<file path="config.mk">
export PLATFORM = sky130hd
export DESIGN_NAME = l2cc_control
export DESIGN_NICKNAME = d
export VERILOG_FILES = /design/src/pkg/l2cc_pkg.sv /design/src/verilog/l2cc_control.sv /design/src/verilog/l2cc_line_status.sv
export VERILOG_INCLUDE_DIRS = /design/src /design/src/pkg
export SDC_FILE = /design/constraint.sdc
export NUM_CORES = 1
export LEC_CHECK = 0
export ABC_AREA = 1
export BUFFER_PORTS_ARGS = -buffer_cell sky130_fd_sc_hd__buf_2
export CORE_MARGIN = 3
export CORE_UTILIZATION = 45
export CTS_CLUSTER_DIAMETER = 30
export DETAILED_ROUTE_END_ITERATION = 6
export PLACE_DENSITY = 0.68
export SLEW_MARGIN = 20
export SYNTH_ARGS = -nofsm -noshare
export SYNTH_HDL_FRONTEND = slang
export SYNTH_HIERARCHICAL = 1
export SYNTH_SLANG_ARGS = --single-unit
</file>
<file path="constraint.sdc">
create_clock -name clk -period 1.7 [get_ports clk]
set_input_delay 0.255 -clock clk [delete_from_list [all_inputs] [get_ports clk]]
set_output_delay 0.255 -clock clk [all_outputs]
set_load 0.01 [all_outputs]
</file>
<file path="src/pkg/l2cc_consts.svh">
// constants for the secondary-cache control register and its cache logic
`ifndef L2CC_CONSTS_SVH
`define L2CC_CONSTS_SVH

`define L2CC_CTRL_OFFSET   8'h52
`define L2CC_LOW_DEFAULT   4'h2
`define L2CC_STRAP_CLEAR   4'h0
`define L2CC_WRITE_MASK    8'hFB
`define L2CC_READ_IDLE     8'h00

`define L2CC_SIZE_HI       7
`define L2CC_SIZE_LO       6
`define L2CC_KIND_HI       5
`define L2CC_KIND_LO       4
`define L2CC_STRAP_HI      7
`define L2CC_STRAP_LO      4
`define L2CC_NEXT_ADDR_OFF_BIT 3
`define L2CC_RSVD_BIT      2
`define L2CC_FMI_BIT       1
`define L2CC_FIRST_LEVEL_BIT 0

`define L2CC_LINE_W        4
`define L2CC_LINES         16
`define L2CC_ST_VALID      0
`define L2CC_ST_DIRTY      1
`define L2CC_ST_CLEAN      2'h1
`define L2CC_ST_MODIFIED   2'h3
`define L2CC_ST_EMPTY      2'h0

`endif

</file>
<file path="src/pkg/l2cc_pkg.sv">
// types for the secondary-cache control block
`default_nettype none
package l2cc_pkg;

  typedef enum logic [1:0] {
    L2CC_SIZE_NONE = 2'h0,
    L2CC_SIZE_256K = 2'h1,
    L2CC_SIZE_512K = 2'h2,
    L2CC_SIZE_RSVD = 2'h3
  } l2cc_size_t;

  typedef enum logic [1:0] {
    L2CC_KIND_PBURST  = 2'h0,
    L2CC_KIND_RSVD    = 2'h1,
    L2CC_KIND_ASYNC   = 2'h2,
    L2CC_KIND_PBURST2 = 2'h3
  } l2cc_kind_t;

  typedef logic [1:0] l2cc_status_t;

endpackage : l2cc_pkg
`default_nettype wire

</file>
<file path="src/verilog/l2cc_control.sv">
// secondary-cache control register, strap capture and cycle decisions
`timescale 1ns/100ps
`default_nettype none
`include "l2cc_consts.svh"

// Behaviour
// - eight-bit control register, reset value straps in top nibble, 0010 below.
// - after hard reset, bits 7:4 load inverted from host address lines 31:28.
// - size field takes inverted lines 31:30 at processor reset rise; writable later.
// - size codes: none, 256K, 512K, reserved.
// - size zero keeps cache off; on only with size set and first-level enable.
// - SRAM kind field takes inverted lines 29:28 at processor reset rise.
// - kind codes: pipelined burst, reserved, asynchronous, two pipelined banks.
// - 512K pipelined burst delays next-address by one clock on burst reads.
// - next-address disable set means next-address request not asserted once the bit has been set for two clocks.
// - force-miss disables hits; every lookup misses while cache enabled.
// - populated, first-level off, force-miss: each read invalidates its tag.
// - flush by force-miss reads of every line; modified lines written back only while first-level enable is set.
// - first-level enable asserts cacheable indication on cacheable cycles.
// - first-level off keeps cacheable indication negated and blocks fills.
// - first-level enable with force-miss also forces writes to miss.
module l2cc_control (
  input  wire logic                    clk,
  input  wire logic                    rst_n,
  input  wire logic                    processorReset,
  input  wire logic [3:0]              hostAddrHigh,
  input  wire logic [7:0]              cfgAddr,
  input  wire logic                    cfgWrite,
  input  wire logic                    cfgRead,
  input  wire logic [7:0]              cfgWdata,
  output logic      [7:0]              cfgRdata_reg,
  input  wire logic                    cycStart,
  input  wire logic                    cycWrite,
  input  wire logic                    cycCacheable,
  input  wire logic                    cycBurst,
  input  wire logic [`L2CC_LINE_W-1:0] cycLine,
  input  wire logic                    tagHit,
  output logic                         cacheableIndication_n_reg,
  output logic                         nextAddressRequest_n_reg,
  output logic                         l2Enabled_reg,
  output logic                         l2HitPulse_reg,
  output logic                         lineFill_reg,
  output logic                         tagInvalidate_reg,
  output logic                         writeBack_reg
);

  logic [7:0]                  l2CacheControl_reg;
  logic                        strapPending_reg;
  logic                        procResetPrev_reg;
  logic                        strapLoad;
  logic                        ctrlHit;
  l2cc_pkg::l2cc_size_t        l2SizeSelect;
  l2cc_pkg::l2cc_kind_t        l2SramKind;
  logic                        nextAddressDisable;
  logic                        forceMiss;
  logic                        firstLevelEnable;
  logic                        populated;
  logic                        l2On;
  logic                        pipelinedKind;
  logic                        nextAddrDelay;
  logic                        reqValid_reg;
  logic                        reqWrite_reg;
  logic                        reqCacheable_reg;
  logic                        reqBurst_reg;
  logic                        reqTagHit_reg;
  logic [`L2CC_LINE_W-1:0]     reqLine_reg;
  l2cc_pkg::l2cc_status_t      statusRd;
  logic                        lineValid;
  logic                        lineDirty;
  logic                        readReq;
  logic                        hit;
  logic                        doFill;
  logic                        doWriteBack;
  logic                        doInvalidate;
  logic                        statusWrEn;
  l2cc_pkg::l2cc_status_t      statusWrData;
  logic                        nextAddrCause;
  logic                        nextAddrPend_reg;

  //////////////////////////////////////////////////////////////////////////////
  // control register with strap capture
  assign strapLoad = strapPending_reg || (processorReset && !procResetPrev_reg);
  assign ctrlHit   = (cfgAddr == `L2CC_CTRL_OFFSET);

  always_ff @(posedge clk or negedge rst_n)
  begin
    if (!rst_n)
    begin
      strapPending_reg  <= 1'b1;
      procResetPrev_reg <= 1'b0;
    end
    else
    begin
      strapPending_reg  <= 1'b0;
      procResetPrev_reg <= processorReset;
    end
  end

  always_ff @(posedge clk or negedge rst_n)
  begin
    if (!rst_n)
      l2CacheControl_reg <= {`L2CC_STRAP_CLEAR, `L2CC_LOW_DEFAULT};
    else if (strapLoad)
      l2CacheControl_reg <= {~hostAddrHigh, `L2CC_LOW_DEFAULT};
    else if (cfgWrite && ctrlHit)
      l2CacheControl_reg <= cfgWdata & `L2CC_WRITE_MASK;
  end

  always_ff @(posedge clk or negedge rst_n)
  begin
    if (!rst_n)
      cfgRdata_reg <= `L2CC_READ_IDLE;
    else if (cfgRead && ctrlHit)
      cfgRdata_reg <= l2CacheControl_reg & `L2CC_WRITE_MASK;
    else
      cfgRdata_reg <= `L2CC_READ_IDLE;
  end

  //////////////////////////////////////////////////////////////////////////////
  // field decode
  assign l2SizeSelect = l2cc_pkg::l2cc_size_t'(l2CacheControl_reg[`L2CC_SIZE_HI:`L2CC_SIZE_LO]);
  assign l2SramKind   = l2cc_pkg::l2cc_kind_t'(l2CacheControl_reg[`L2CC_KIND_HI:`L2CC_KIND_LO]);
  assign nextAddressDisable = l2CacheControl_reg[`L2CC_NEXT_ADDR_OFF_BIT];
  assign forceMiss          = l2CacheControl_reg[`L2CC_FMI_BIT];
  assign firstLevelEnable   = l2CacheControl_reg[`L2CC_FIRST_LEVEL_BIT];

  assign populated = (l2SizeSelect == l2cc_pkg::L2CC_SIZE_256K) ||
                     (l2SizeSelect == l2cc_pkg::L2CC_SIZE_512K);
  assign l2On      = populated && firstLevelEnable;
  assign pipelinedKind = (l2SramKind == l2cc_pkg::L2CC_KIND_PBURST) ||
                         (l2SramKind == l2cc_pkg::L2CC_KIND_PBURST2);
  assign nextAddrDelay = pipelinedKind && (l2SizeSelect == l2cc_pkg::L2CC_SIZE_512K);

  //////////////////////////////////////////////////////////////////////////////
  // request stage, aligned with the status read
  always_ff @(posedge clk or negedge rst_n)
  begin
    if (!rst_n)
    begin
      reqValid_reg     <= 1'b0;
      reqWrite_reg     <= 1'b0;
      reqCacheable_reg <= 1'b0;
      reqBurst_reg     <= 1'b0;
      reqTagHit_reg    <= 1'b0;
      reqLine_reg      <= '0;
    end
    else
    begin
      reqValid_reg     <= cycStart;
      reqWrite_reg     <= cycWrite;
      reqCacheable_reg <= cycCacheable;
      reqBurst_reg     <= cycBurst;
      reqTagHit_reg    <= tagHit;
      reqLine_reg      <= cycLine;
    end
  end

  l2cc_line_status u_status (
    .clk    (clk),
    .rst_n  (rst_n),
    .rdAddr (cycLine),
    .rdData (statusRd),
    .wrEn   (statusWrEn),
    .wrAddr (reqLine_reg),
    .wrData (statusWrData)
  );

  //////////////////////////////////////////////////////////////////////////////
  // cycle decisions
  assign lineValid   = statusRd[`L2CC_ST_VALID];
  assign lineDirty   = statusRd[`L2CC_ST_DIRTY];
  assign readReq     = reqValid_reg && !reqWrite_reg;
  assign hit         = reqValid_reg && l2On && !forceMiss && reqTagHit_reg &&
                       lineValid;
  assign doFill      = readReq && l2On && !forceMiss && reqCacheable_reg && !hit;
  assign doWriteBack = readReq && l2On && !hit && lineValid && lineDirty &&
                       (forceMiss || doFill);
  assign doInvalidate = readReq && populated && forceMiss;
  assign nextAddrCause = readReq && reqBurst_reg && hit && !nextAddressDisable &&
                         pipelinedKind;

  always_comb
  begin
    statusWrEn   = 1'b0;
    statusWrData = `L2CC_ST_EMPTY;
    if (doInvalidate)
    begin
      statusWrEn   = 1'b1;
      statusWrData = `L2CC_ST_EMPTY;
    end
    else if (doFill)
    begin
      statusWrEn   = 1'b1;
      statusWrData = `L2CC_ST_CLEAN;
    end
    else if (hit && reqWrite_reg)
    begin
      statusWrEn   = 1'b1;
      statusWrData = `L2CC_ST_MODIFIED;
    end
  end

  //////////////////////////////////////////////////////////////////////////////
  // registered outputs
  always_ff @(posedge clk or negedge rst_n)
  begin
    if (!rst_n)
    begin
      nextAddrPend_reg         <= 1'b0;
      nextAddressRequest_n_reg <= 1'b1;
    end
    else
    begin
      nextAddrPend_reg         <= nextAddrCause && nextAddrDelay;
      nextAddressRequest_n_reg <= !((nextAddrCause && !nextAddrDelay) ||
                                    nextAddrPend_reg);
    end
  end

  always_ff @(posedge clk or negedge rst_n)
  begin
    if (!rst_n)
    begin
      cacheableIndication_n_reg <= 1'b1;
      l2Enabled_reg             <= 1'b0;
      l2HitPulse_reg            <= 1'b0;
      lineFill_reg              <= 1'b0;
      tagInvalidate_reg         <= 1'b0;
      writeBack_reg             <= 1'b0;
    end
    else
    begin
      cacheableIndication_n_reg <= !(reqValid_reg && firstLevelEnable &&
                                     reqCacheable_reg);
      l2Enabled_reg             <= l2On;
      l2HitPulse_reg            <= hit;
      lineFill_reg              <= doFill;
      tagInvalidate_reg         <= doInvalidate;
      writeBack_reg             <= doWriteBack;
    end
  end
endmodule : l2cc_control
`default_nettype wire

</file>
<file path="src/verilog/l2cc_line_status.sv">
// line status memory: valid and modified bit per cache line, registered read
`timescale 1ns/100ps
`default_nettype none
`include "l2cc_consts.svh"

module l2cc_line_status (
  input  wire logic                      clk,
  input  wire logic                      rst_n,
  input  wire logic [`L2CC_LINE_W-1:0]   rdAddr,
  output var  l2cc_pkg::l2cc_status_t    rdData,
  input  wire logic                      wrEn,
  input  wire logic [`L2CC_LINE_W-1:0]   wrAddr,
  input  wire l2cc_pkg::l2cc_status_t    wrData
);

  l2cc_pkg::l2cc_status_t entry_reg [`L2CC_LINES];

  //////////////////////////////////////////////////////////////////////////////
  // one status entry per line, cleared at reset
  genvar gi;
  generate
    for (gi = 0; gi < `L2CC_LINES; gi++)
    begin : g_entry
      always_ff @(posedge clk or negedge rst_n)
      begin
        if (!rst_n)
          entry_reg[gi] <= `L2CC_ST_EMPTY;
        else if (wrEn && (wrAddr == (`L2CC_LINE_W)'(gi)))
          entry_reg[gi] <= wrData;
      end
    end
  endgenerate

  //////////////////////////////////////////////////////////////////////////////
  // registered read port
  always_ff @(posedge clk or negedge rst_n)
  begin
    if (!rst_n)
      rdData <= `L2CC_ST_EMPTY;
    else
      rdData <= entry_reg[rdAddr];
  end

endmodule : l2cc_line_status
`default_nettype wire

</file>
---- Word level (Yosys, flattened, before mapping) ----
Cells that the tools add are included.
cells by class
  magnitude comparators ................... 1
  equal/unequal tests ..................... 19
  mux-type cells .......................... 12
  bitwise gates (word level) .............. 2
  reductions and logical operators ........ 61
operators with widths
  kind                                                       count
  logical AND 1 bit                                          45
  == test 4 bit (second input constant)                      8
  2-to-1 mux 8 bit                                           3
  == test 4 x 3 -> 1 bit (second input constant)             4
  2-to-1 mux 2 bit                                           5
  binary-select mux 2 bit (select 4 bit)                     1
  == test 4 x 2 -> 1 bit (second input constant)             2
  == test 8 x 7 -> 1 bit (second input constant)             1
  zero test 1 bit                                            8
  greater-or-equal comparator 5 bit (second input constant)  1
  logical OR 1 bit                                           5
  NOT 4 -> 5 bit                                             1
  == test 2 bit (second input constant)                      2
  == test 4 x 1 -> 1 bit (second input constant)             1
  zero test 4 bit                                            1
  NOT 4 bit                                                  1
  2-to-1 mux 1 bit                                           3
  == test 2 x 1 -> 1 bit (second input constant)             1
  zero test 2 bit                                            1
  nonzero test 2 bit                                         1
storage, ports and cells
  flip-flop bits (word level) ............. 69
  bits of input ports ..................... 34
  output and inout port bits .............. 15
  word-level logic and storage cells ...... 130

---- Depth between registers and ports, before layout ----
Gate-level depths: netlist of the first run.
  word-level depth ........................ 13
  mapped depth ............................ 12
  gate-level depth less buffers ........... 12

---- Hierarchy ----
The synthesis of the first run kept the hierarchy.
modules (own cells, without submodules)
  module            times used  cells an instance  area each (µm²)
  l2cc_line_status  1           231                1,702.9
  l2cc_control      1           139                1,368.8

---- Least setup slack after synthesis of the first run ----
No wires, ideal clock.
  kind .................................... flip-flop to flip-flop
  from .................................... register l2CacheControl_reg[6]
  to ...................................... register u_status/entry_reg[24] in the netlist's numbering
  setup time .............................. 134 ps
  data arrival time ....................... 1,691 ps
  data required time ...................... 1,566 ps
  path slack .............................. -125 ps
  cell stages (with the launch flop) ...... 13
  clock period less this slack ............ 1,825 ps
  path through ............................ dfrtp_1 inv_1 ha_1 inv_1 nand3_1 nor2_2 nand2_1 nand3_1 inv_1 nor3_2 nand2_1 nand2_1 o21ai_0
on the way
  word-level cells in the longest chain between the ends .. 12
  elaborated cells between the ends (all ways) .. 23
  those cells by class .................... eq/ne (2); mux (6); reduce/logical (15)
RTL lines
  element                                                         line                                      text
  start, declared                                                 l2cc_control.sv:47                        logic [7:0] l2CacheControl_reg;
  start signal, assigned                                          l2cc_control.sv:102                       l2CacheControl_reg <= {`L2CC_STRAP_CLEAR, `L2CC_LOW_DEFAULT};
  start signal, assigned                                          l2cc_control.sv:104                       l2CacheControl_reg <= {~hostAddrHigh, `L2CC_LOW_DEFAULT};
  start signal, assigned                                          l2cc_control.sv:106                       l2CacheControl_reg <= cfgWdata & `L2CC_WRITE_MASK;
  == test 2 x 1 -> 1 bit / == test 2 bit (equally long branches)  l2cc_control.sv:127, l2cc_control.sv:128
  logical OR 1 bit (*)                                            l2cc_control.sv:127                       assign populated = (l2SizeSelect == l2cc_pkg::L2CC_SIZE_256K) ||
  logical AND 1 bit (*)                                           l2cc_control.sv:129                       assign l2On = populated && firstLevelEnable;
  logical AND 1 bit (*) (4 in a row)                              l2cc_control.sv:173                       assign hit = reqValid_reg && l2On && !forceMiss && reqTagHit_reg &&
  net hit                                                         l2cc_control.sv:71                        logic hit;
  logical AND 1 bit / zero test 1 bit (equally long branches)     l2cc_control.sv:196, l2cc_control.sv:175
  2-to-1 mux 1 bit / logical AND 1 bit (equally long branches)    l2cc_control.sv:196, l2cc_control.sv:175
  2-to-1 mux 1 bit (*)                                            l2cc_control.sv:191                       else if (doFill)
  2-to-1 mux 1 bit (*)                                            l2cc_control.sv:186                       if (doInvalidate)
  net statusWrEn                                                  l2cc_control.sv:75                        logic statusWrEn;
  logical AND 1 bit (*)                                           l2cc_line_status.sv:28                    else if (wrEn && (wrAddr == (`L2CC_LINE_W)'(gi)))
  end signal, assigned by index                                   l2cc_line_status.sv:27                    entry_reg[gi] <= `L2CC_ST_EMPTY;
  end signal, assigned by index                                   l2cc_line_status.sv:29                    entry_reg[gi] <= wrData;
  end, declared                                                   l2cc_line_status.sv:16                    l2cc_pkg::l2cc_status_t entry_reg [`L2CC_LINES];
The timed path passes the listed nets; every way through them passes the cells marked *.
A chain may end at the register's enable or synchronous reset.

---- Worst setup path in the final report of the first run ----
  from .................................... register l2CacheControl_reg[7]
  to ...................................... register u_status/entry_reg[29] in the netlist's numbering
Same word-level chain as after synthesis.

==> results.json, run 1 <==
{
  "status": "finished with violations",
  "violations": "negative setup slack",
  "nets": 481,
  "clk-insertion-delay-late_ns": 0.35,
  "post_dp_cell_area_mm2": 0.003490,
  "root_buffer": "clkbuf_8",
  "clock.fmax_mhz": 547.3,
  "port_buffers": 46,
  "die_w_um": 88.62,
  "multi_input_area_mm2": 0.001249,
  "antenna_found_initial": 0,
  "ys_seq_area_share_pct": 54.75,
  "chipHeight_um": 88.62,
  "first_pass_iters": 4,
  "clkSinkCount": 67,
  "via_count": 2548,
  "synth_cell_types": 30,
  "gp_congestion": 0.8442,
  "p_clk_share_pct": 42.0,
  "crit_arrival_ns": 2.06,
  "fillers": 549,
  "required_ns": 1.93,
  "hold_slack_ns": 0.01751,
  "syn_to_final_growth_pct": 28.23,
  "finalInstanceArea_mm2": 0.003939,
  "clock_path_buffers": 2,
  "powerDensity_mw_per_mm2": 898.3,
  "drt_iter0_markers": 193,
  "clk_pin_slew_ns": 0.08,
  "grt_max_degree": 68,
  "seqPwrFrac_pct": 47.4,
  "post-route-util_pct": 60.64,
  "viasPerCell": 4.826,
  "hold_class": "in2reg",
  "switchingPower_mw": 0.9121,
  "cts_tree": "done",
  "synth_area_mm2": 0.003072,
  "cts_made_buffers": 9,
  "syn_inst": 370,
  "critPathMaxFanout": 4,
  "core_region_area_mm2": 0.006495,
  "power.leakage_nw": 1.951,
  "finalSetupViolations": 27,
  "dpl.hpwl_mm": 4.594,
  "worst_slack_ns": -0.1271,
  "grt_pass1_wl_mm": 11.34,
  "place_ws_ns": -0.2365,
  "largest_register_ffs": 32,
  "path_class": "reg2reg",
  "ir_drop_mv": 0.4633,
  "wl_per_cell_um": 12.70,
  "clock_skew_ns": 0.01361,
  "ios": 49,
  "cp-end-kind": "flop",
  "power.internal_mw": 2.626,
  "rrSetupSlack_ns": -0.13,
  "slew_violations": 0,
  "synth_warnings": 6,
  "cp-start-kind": "flop",
  "grt_pass1_vias": 2502,
  "final_layout_size_suffix_gt1_share_pct": 30.82,
  "wl_mm": 6.705,
  "regArea_mm2": 0.001682,
  "dieArea_mm2": 0.007854,
  "power_mw": 3.538,
  "p_comb_share_pct": 10.6,
  "num_rows": 29,
  "syn_avg_cell_area_um2": 8.302,
  "synth-seq-cells": 67,
  "hold_violations": 0,
  "swShare_pct": 25.78,
  "synthArstFlopShare_pct": 100.0,
  "start_util_pct": 47.29,
  "track_usage_pct": 19.12,
  "drc": 0,
  "yosysTopAreaCellShare_pct": 51.32,
  "min_period_over_period_pct": 107.5,
  "htreeDepth": 3,
  "layout_min_cycle_time_ns": 1.827,
  "yosys.area.top_type": "dfrtp_1",
  "synth_edf_count": 0,
  "synth.top_cells.by_area": "dfrtp_1 (51%), nand2_1 (14%), nand3_1 (6.5%)",
  "maxCapViolations": 0,
  "ant_nets": 0,
  "gr-total-overflow": 0,
  "rsz0062_at_grt": "true",
  "synth.most_common_cell": "nand2_1",
  "synth_ff_type": "dfrtp_1",
  "antenna_cells": 0,
  "synth_top_cells_by_count": "nand2_1 (116), dfrtp_1 (63), inv_1 (53)"
}
final cells by class:
type	count	area share [%]
multi-input cells	236	31.70
well taps	77	2.446
clock inverters	7	2.605
repair inverters	1	0.1906
flip-flops and latches	67	42.69
inverters	60	6.036
repair buffers	71	11.18
clock buffers	9	3.145
repair_timing:
item / 4_1_cts / 5_1_grt
setup buffers: 6 / 1
setup endpoints to repair: 32 / 34
pin swaps: 12 / 18
hold endpoints to repair: 64 / 2
resized for setup: 34 / 15
cloned: 1 / 0
hold buffers: 2 / 2
metal layers:
metal / part of all wire (%) / wire length (um) / up-vias / global-route usage (%)
met5: 0 / 0 / - / 0
met3: 3.4 / 231 / 7 / 4.749
li1: - / - / 1303 / -
met2: 48 / 3210 / 38 / 31.04
met1: 47 / 3172 / 1200 / 24.82
met4: 1.3 / 90 / 0 / 7.005
placed cells by master, fill, tap and decap left out, drive strengths merged, types with 2 or more instances in the layout:
cell type and instances:
buf 67, bufinv 2, clkbuf 9, clkinv 4, clkinvlp 4, conb 2
dfrtp 63, dfstp 4, dlygate4sd3 4, inv 58, nand2 119, nand3 42
nand4 3, nor2 23, nor3 5, o21ai 36
power groups by stage:
| stage | clock (mW) | combinational [mW] | sequential, mW |
|---|---|---|---|
| CTS | 1.51 | 0.350 | 1.67 |
| finish | 1.48 | 0.376 | 1.68 |
| global route | 1.58 | 0.423 | 1.68 |
| floorplan | 0 | 0.172 | 1.70 |
| global placement | 0 | 0.311 | 1.70 |
| detailed placement | 0 | 0.319 | 1.70 |
worst paths after layout:
kind,startpoint,to,cells past startpoint
setup / recovery,l2CacheControl_reg[7],u_status/entry_reg[29],11
hold / removal,cycBurst,reqBurst_reg,1
setup reg to reg,l2CacheControl_reg[7],u_status/entry_reg[29],11
hold reg to reg,nextAddrPend_reg,nextAddressRequest_n_reg,3
max in group asynchronous,rst_n,strapPending_reg,3
min in group asynchronous,rst_n,cfgRdata_reg[4],3
critical path: stages (launching register included):
cell     delay, ns
dfrtp_1       0.41
ha_4          0.28
inv_4         0.07
nand3_4       0.07
nor2_4        0.10
nand2_2       0.08
nand3_4       0.10
inv_4         0.06
nor3_4        0.27
nand2_2       0.13
nand2_1       0.09
o21ai_1       0.06
kinds of logic after synthesis:
logic type      count (synthesis)  share of synthesized area [%]
simple gates                  194                          28.47
buf+inv                        68                          9.002
flops                          67                          54.75
compound gates                 39                          7.251
fa+ha+maj                       1                         0.4073
other cells                     1                         0.1221
through the flow:
stage	TNS (ns)	instances
floorplan	-0.3667	371
global placement	-3.424	501
detailed placement	-5.256	501
CTS	-2.397	526
global route	-6.466	528
finish	-1.924	528
Power figures use the tool's default switching activity.
==> inputs of run 2 (changes only) <==
Settings changed: CORE_ASPECT_RATIO from default to 2.
==> run 2 against run 1 <==
Effect of this change:
- the flow still finishes with violations (negative setup slack)
- wire length grew 16%
- critical endpoint is now u_status/entry_reg[7]
- clock power grew 15%
- non-clock buffer count grew 7
- clock-buffer cell count grew 5
- critical path type unchanged
==> results.json, run 2 (synthesis gave the netlist of run 1 again) <==
{
  "tns_ns": -4.474,
  "final_common_cell": "nand2_1",
  "first_pass_iters": 4,
  "start_util_pct": 46.39,
  "critPathBufInv": 4,
  "num_rows": 42,
  "root_buffer": "clkbuf_16",
  "violations": "negative setup slack",
  "r2r-end": "u_status/entry_reg[7]",
  "min_period_over_period_pct": 113.5,
  "gr-total-overflow": 0,
  "cts_made_buffers": 9,
  "crit_slowest_cell": "dfrtp_1",
  "maxCapViolations": 0,
  "htreeDepth": 3,
  "via_count": 2692,
  "clock.fmax_mhz": 518.4,
  "crit_chain": "inv_2, ha_4, nor2_4, nand4_1, nand3_4, inv_6, buf_4, nor2_4, buf_6, nand2_4, nand2_2, o21ai_2",
  "hold_slack_ns": 0.02863,
  "powerDensity_mw_per_mm2": 906.0,
  "dieArea_mm2": 0.007913,
  "final_layout_size_suffix_gt1_share_pct": 35.01,
  "rsz0062_at_grt": "true",
  "drt_iter0_markers": 122,
  "drc": 0,
  "power_mw": 3.774,
  "die_w_um": 64.42,
  "post_dp_cell_area_mm2": 0.003496,
  "chipHeight_um": 122.8,
  "track_usage_pct": 20.64,
  "cp-end-kind": "flop",
  "cp-start-kind": "flop",
  "core_region_area_mm2": 0.006621,
  "power.leakage_nw": 2.113,
  "worst_slew_pin_slew_ns": 0.6372,
  "rrSetupSlack_ns": -0.23,
  "finalSetupViolations": 31,
  "slew_headroom_pct": 57.37,
  "critPathTopFamily": "simple AND/OR/NAND/NOR gates",
  "crit-reg2reg-launch": "l2CacheControl_reg[6]",
  "viasPerCell": 4.939,
  "finalInstanceArea_mm2": 0.004165,
  "layout_min_cycle_time_ns": 1.929,
  "path_class": "reg2reg",
  "fillers": 586,
  "clkSinkCount": 67,
  "layout_common_cells": "nand2_1 (95), dfrtp_1 (63), inv_1 (47)",
  "status": "finished with violations",
  "grt_pass1_wl_mm": 12.15,
  "hold_class": "in2reg",
  "reg2regPathDepth": 12,
  "syn_to_final_growth_pct": 35.60,
  "holdPathEnd": "reqBurst_reg",
  "antenna_cells": 0,
  "port_buffers": 46,
  "clk_pin_slew_ns": 0.05,
  "largest_register_ffs": 32,
  "hp-start": "cycBurst",
  "ios": 49,
  "nets": 487,
  "required_ns": 1.92,
  "worst_slack_ns": -0.2289,
  "ant_nets": 0,
  "slew_violations": 0,
  "wl_per_cell_um": 14.27,
  "max_stage_delay_ns": 0.39,
  "cts_tree": "done",
  "clk-insertion-delay-late_ns": 0.33,
  "clock_skew_ns": 0.004378,
  "dpl.hpwl_mm": 5.118,
  "grt_max_degree": 68,
  "place_ws_ns": -0.2538,
  "antenna_found_initial": 0,
  "hold_depth": 1,
  "crit_arrival_ns": 2.15,
  "critPathMaxFanout": 4,
  "gp_congestion": 0.7995,
  "ir_drop_mv": 0.7303,
  "wl_mm": 7.776,
  "grt_pass1_vias": 2755,
  "hold_violations": 0,
  "clock_path_buffers": 2,
  "crit_top_cell": "nor2_4"
}
run 2: area by class of cell:
cell class                 instances  area [um^2]  area share, %
timing repair buffer              78        546.8          13.13
inverter                          60        240.2          5.767
clock buffer                      14        264.0          6.338
sequential                        67         1682          40.37
clock inverter                     2        10.01         0.2403
multi-input combinational        236         1313          31.51
tap                               88        110.1          2.643
run 2: layer usage:
layer,global-route usage (%),routed length (um),vias up
li1,-,-,1315
met1,19.51,2533,1265
met2,38.08,4530,86
met3,4.396,350,26
met4,14.83,361,0
met5,0,0,-
run 2: worst max path at each step:
stage,endpoint,slack (ns),cells past startpoint,start
finish,u_status/entry_reg[7],-0.23,12,l2CacheControl_reg[6]
global route,u_status/entry_reg[2],-0.34,13,l2CacheControl_reg[6]
CTS,u_status/entry_reg[30],-0.12,9,l2CacheControl_reg[7]
detailed placement,u_status/entry_reg[8],-0.25,10,l2CacheControl_reg[6]
global placement,u_status/entry_reg[30],-0.19,12,l2CacheControl_reg[6]
floorplan,u_status/entry_reg[30],-0.05,12,l2CacheControl_reg[6]
run 2: power breakdown:
part / switching, mW / internal [mW] / leakage (nW)
Clock: 0.635 / 1.06 / 0.137
Sequential: 0.0369 / 1.64 / 0.888
Combinational: 0.239 / 0.160 / 1.09
run 2: per-stage QoR:
step | util, % | std cells
detailed placement | 52.80 | 511
CTS | 59.45 | 536
global placement | 52.80 | 511
finish | 62.91 | 545
floorplan | - | 371
global route | 62.91 | 545
run 2: worst reg2reg max path, cell delays in order, from the launching register on:
cell     delay, ns
dfrtp_1       0.39
inv_2         0.09
ha_4          0.22
nor2_4        0.10
nand4_1       0.18
nand3_4       0.17
inv_6         0.05
buf_4         0.14
nor2_4        0.17
buf_6         0.13
nand2_4       0.05
nand2_2       0.10
o21ai_2       0.05
run 2: repair_timing:
| action | CTS | global route |
|---|---|---|
| pin swaps | 11 | 25 |
| setup endpoints to repair | 32 | 34 |
| resized for setup | 24 | 55 |
| hold endpoints to repair | 63 | 0 |
| buffers inserted | 8 | 11 |
| gates cloned | 0 | 1 |
| hold buffers | 1 | 0 |
==> inputs of run 3 (changes only) <==
Settings changed: PLACE_DENSITY 0.68 to 0.66, SYNTH_HIERARCHICAL 1 to default.
Clock period 1.7 ns to 1.8 ns, I/O delays scaled along.
==> run 3 against run 2 <==
Effect of this change:
- the run now ends clean
- synthesized cell count grew 0.54%
- clock power grew 7%
- setup slack gained 0.35 ns
- wire length shrank 11%
- worst hold slack gained 0.024 ns
- sequential share of layout area grew 4.2 points
- critical endpoint is now u_status.entry_reg[27]
- sequential power shrank 7%
- final area shrank 9.4%
- highest routed layer unchanged
- largest power group unchanged
- non-clock buffer count shrank 25
- power shrank 2.5%
- sequential cell count is the same
==> results.json, run 3 <==
{
  "synthArstFlopShare_pct": 100.0,
  "fillers": 589,
  "slew_violations": 0,
  "antenna_cells": 0,
  "num_rows": 41,
  "powerDensity_mw_per_mm2": 975.2,
  "dp_cells": 501,
  "finalInstanceArea_mm2": 0.003772,
  "root_buffer": "clkbuf_16",
  "track_usage_pct": 19.86,
  "dieArea_mm2": 0.007838,
  "yosysTopAreaCellShare_pct": 51.85,
  "min_period_over_period_pct": 93.09,
  "grt_max_degree": 68,
  "cp-end-kind": "flop",
  "clk-insertion-delay-late_ns": 0.32,
  "critPathMaxFanout": 12,
  "synth_edf_count": 0,
  "syn_avg_cell_area_um2": 8.173,
  "synth_ff_type": "dfrtp_1",
  "synth_area_mm2": 0.003040,
  "hold_class": "in2reg",
  "chipHeight_um": 122.2,
  "viasPerCell": 4.919,
  "clock_skew_ns": 0.005714,
  "cp-start-kind": "flop",
  "power_mw": 3.679,
  "start_util_pct": 47.41,
  "layout_common_cells": "nand2_1 (137), dfrtp_1 (63), buf_2 (46)",
  "synth_warnings": 0,
  "crit_arrival_ns": 1.89,
  "cts_made_buffers": 9,
  "ys_seq_area_share_pct": 55.31,
  "clkSinkCount": 67,
  "port_buffers": 46,
  "final_layout_size_suffix_gt1_share_pct": 21.06,
  "post-route-util_pct": 58.83,
  "syn_inst": 372,
  "synth_top_cells_by_count": "nand2_1 (137), dfrtp_1 (63), inv_1 (44)",
  "hold_violations": 0,
  "rrSetupSlack_ns": 0.12,
  "dpl.hpwl_mm": 4.920,
  "finalSetupViolations": 0,
  "ir_drop_mv": 0.6628,
  "first_pass_iters": 4,
  "clk_pin_slew_ns": 0.05,
  "nets": 462,
  "synth_cell_types": 24,
  "grt_pass1_wl_mm": 11.62,
  "antenna_found_initial": 0,
  "syn_to_final_growth_pct": 24.07,
  "ios": 49,
  "largest_register_ffs": 32,
  "wl_per_cell_um": 13.35,
  "drt_iter0_markers": 95,
  "synth.top_cells.by_area": "dfrtp_1 (52%), nand2_1 (17%), inv_1 (5.4%)",
  "post_dp_cell_area_mm2": 0.003406,
  "grt_pass1_vias": 2593,
  "maxCapViolations": 0,
  "required_ns": 2.01,
  "post_cts.repair.setup_buffers": 0,
  "layout_min_cycle_time_ns": 1.676,
  "clock.fmax_mhz": 596.8,
  "final_cell_count_no_fill": 518,
  "cts_tree": "done",
  "final_common_cell": "nand2_1",
  "clock_path_buffers": 2,
  "synth-seq-cells": 67,
  "path_class": "reg2reg",
  "gr-total-overflow": 0,
  "core_region_area_mm2": 0.006412,
  "die_w_um": 64.12,
  "ant_nets": 0,
  "drc": 0,
  "status": "completed",
  "htreeDepth": 3,
  "gp_congestion": 0.7708,
  "via_count": 2548,
  "yosys.area.top_type": "dfrtp_1",
  "power.leakage_nw": 2.012,
  "tns_ns": 0,
  "wl_mm": 6.915,
  "synth.most_common_cell": "nand2_1"
}
## run 3: what timing repair did
item,4_1_cts,5_1_grt
setup endpoints to repair,0,32
gates resized for setup,0,9
endpoints found under the hold margin,63,0
hold buffers,1,0
## run 3: kinds of logic (layout without fill, tap and decap cells)
family / count (synthesis) / count (layout) / share of synthesized area (%)
simple gates: 214 / 214 / 29.55
flops: 67 / 67 / 55.31
buf+inv: 55 / 114 / 7.901
compound gates: 33 / 33 / 6.420
fa+ha+maj: 1 / 1 / 0.4115
other cells: 1 / 2 / 0.1233
xor+xnor: 1 / 1 / 0.2881
## run 3: per-layer routing
metal / GRT usage (%) / wire length (um) / vias to the layer above
met3: 5.678 / 250 / 9
met2: 37.65 / 4051 / 61
met4: 9.669 / 118 / 0
li1: - / - / 1261
met5: 0 / 0 / -
met1: 19.01 / 2494 / 1217
## run 3: path summary, 6_finish.rpt
kind | end | startpoint | cells after the start
setup / recovery | u_status.entry_reg[27] | l2CacheControl_reg[6] | 11
hold / removal | reqCacheable_reg | cycCacheable | 1
setup reg to reg | u_status.entry_reg[27] | l2CacheControl_reg[6] | 11
hold reg to reg | cacheableIndication_n_reg | reqCacheable_reg | 1
max in group asynchronous | strapPending_reg | rst_n | 3
min in group asynchronous | u_status.entry_reg[23] | rst_n | 3
## run 3: layout make-up
| cell class | count | area [um^2] | share of cell area (%) |
|---|---|---|---|
| Sequential cell | 67 | 1682 | 44.58 |
| Multi-Input combinational cell | 251 | 1160 | 30.75 |
| Timing Repair Buffer | 53 | 335.3 | 8.889 |
| Clock buffer | 15 | 287.8 | 7.629 |
| Inverter | 45 | 170.2 | 4.511 |
| Tap cell | 86 | 107.6 | 2.852 |
| Clock inverter | 1 | 30.03 | 0.7960 |
## run 3: stage by stage
step	worst slack, ns	hold WS, ns
after floorplan	0.2707	-0.02559
after global placement	0.07110	0.3126
after detailed placement	0.03257	0.3159
after CTS	0.01213	0.03884
after global routing	-0.01955	0.03507
final	0.1244	0.05234
## run 3: where the power goes
group,total [mW],switching [mW],internal (mW)
combinational,0.291,0.185,0.106
clock,1.82,0.595,1.22
sequential,1.57,0.0233,1.55
total,3.68,0.803,2.88
## run 3: critical path: stages (launching register included)
cell and delay [ns]:
dfrtp_1 0.34, inv_2 0.05, ha_1 0.29, inv_2 0.09, nand2_4 0.08, nor2_4 0.15, nand3_4 0.12, nand3_4 0.11
buf_12 0.15, nand2_1 0.07, nand2_1 0.06, nand2_1 0.05
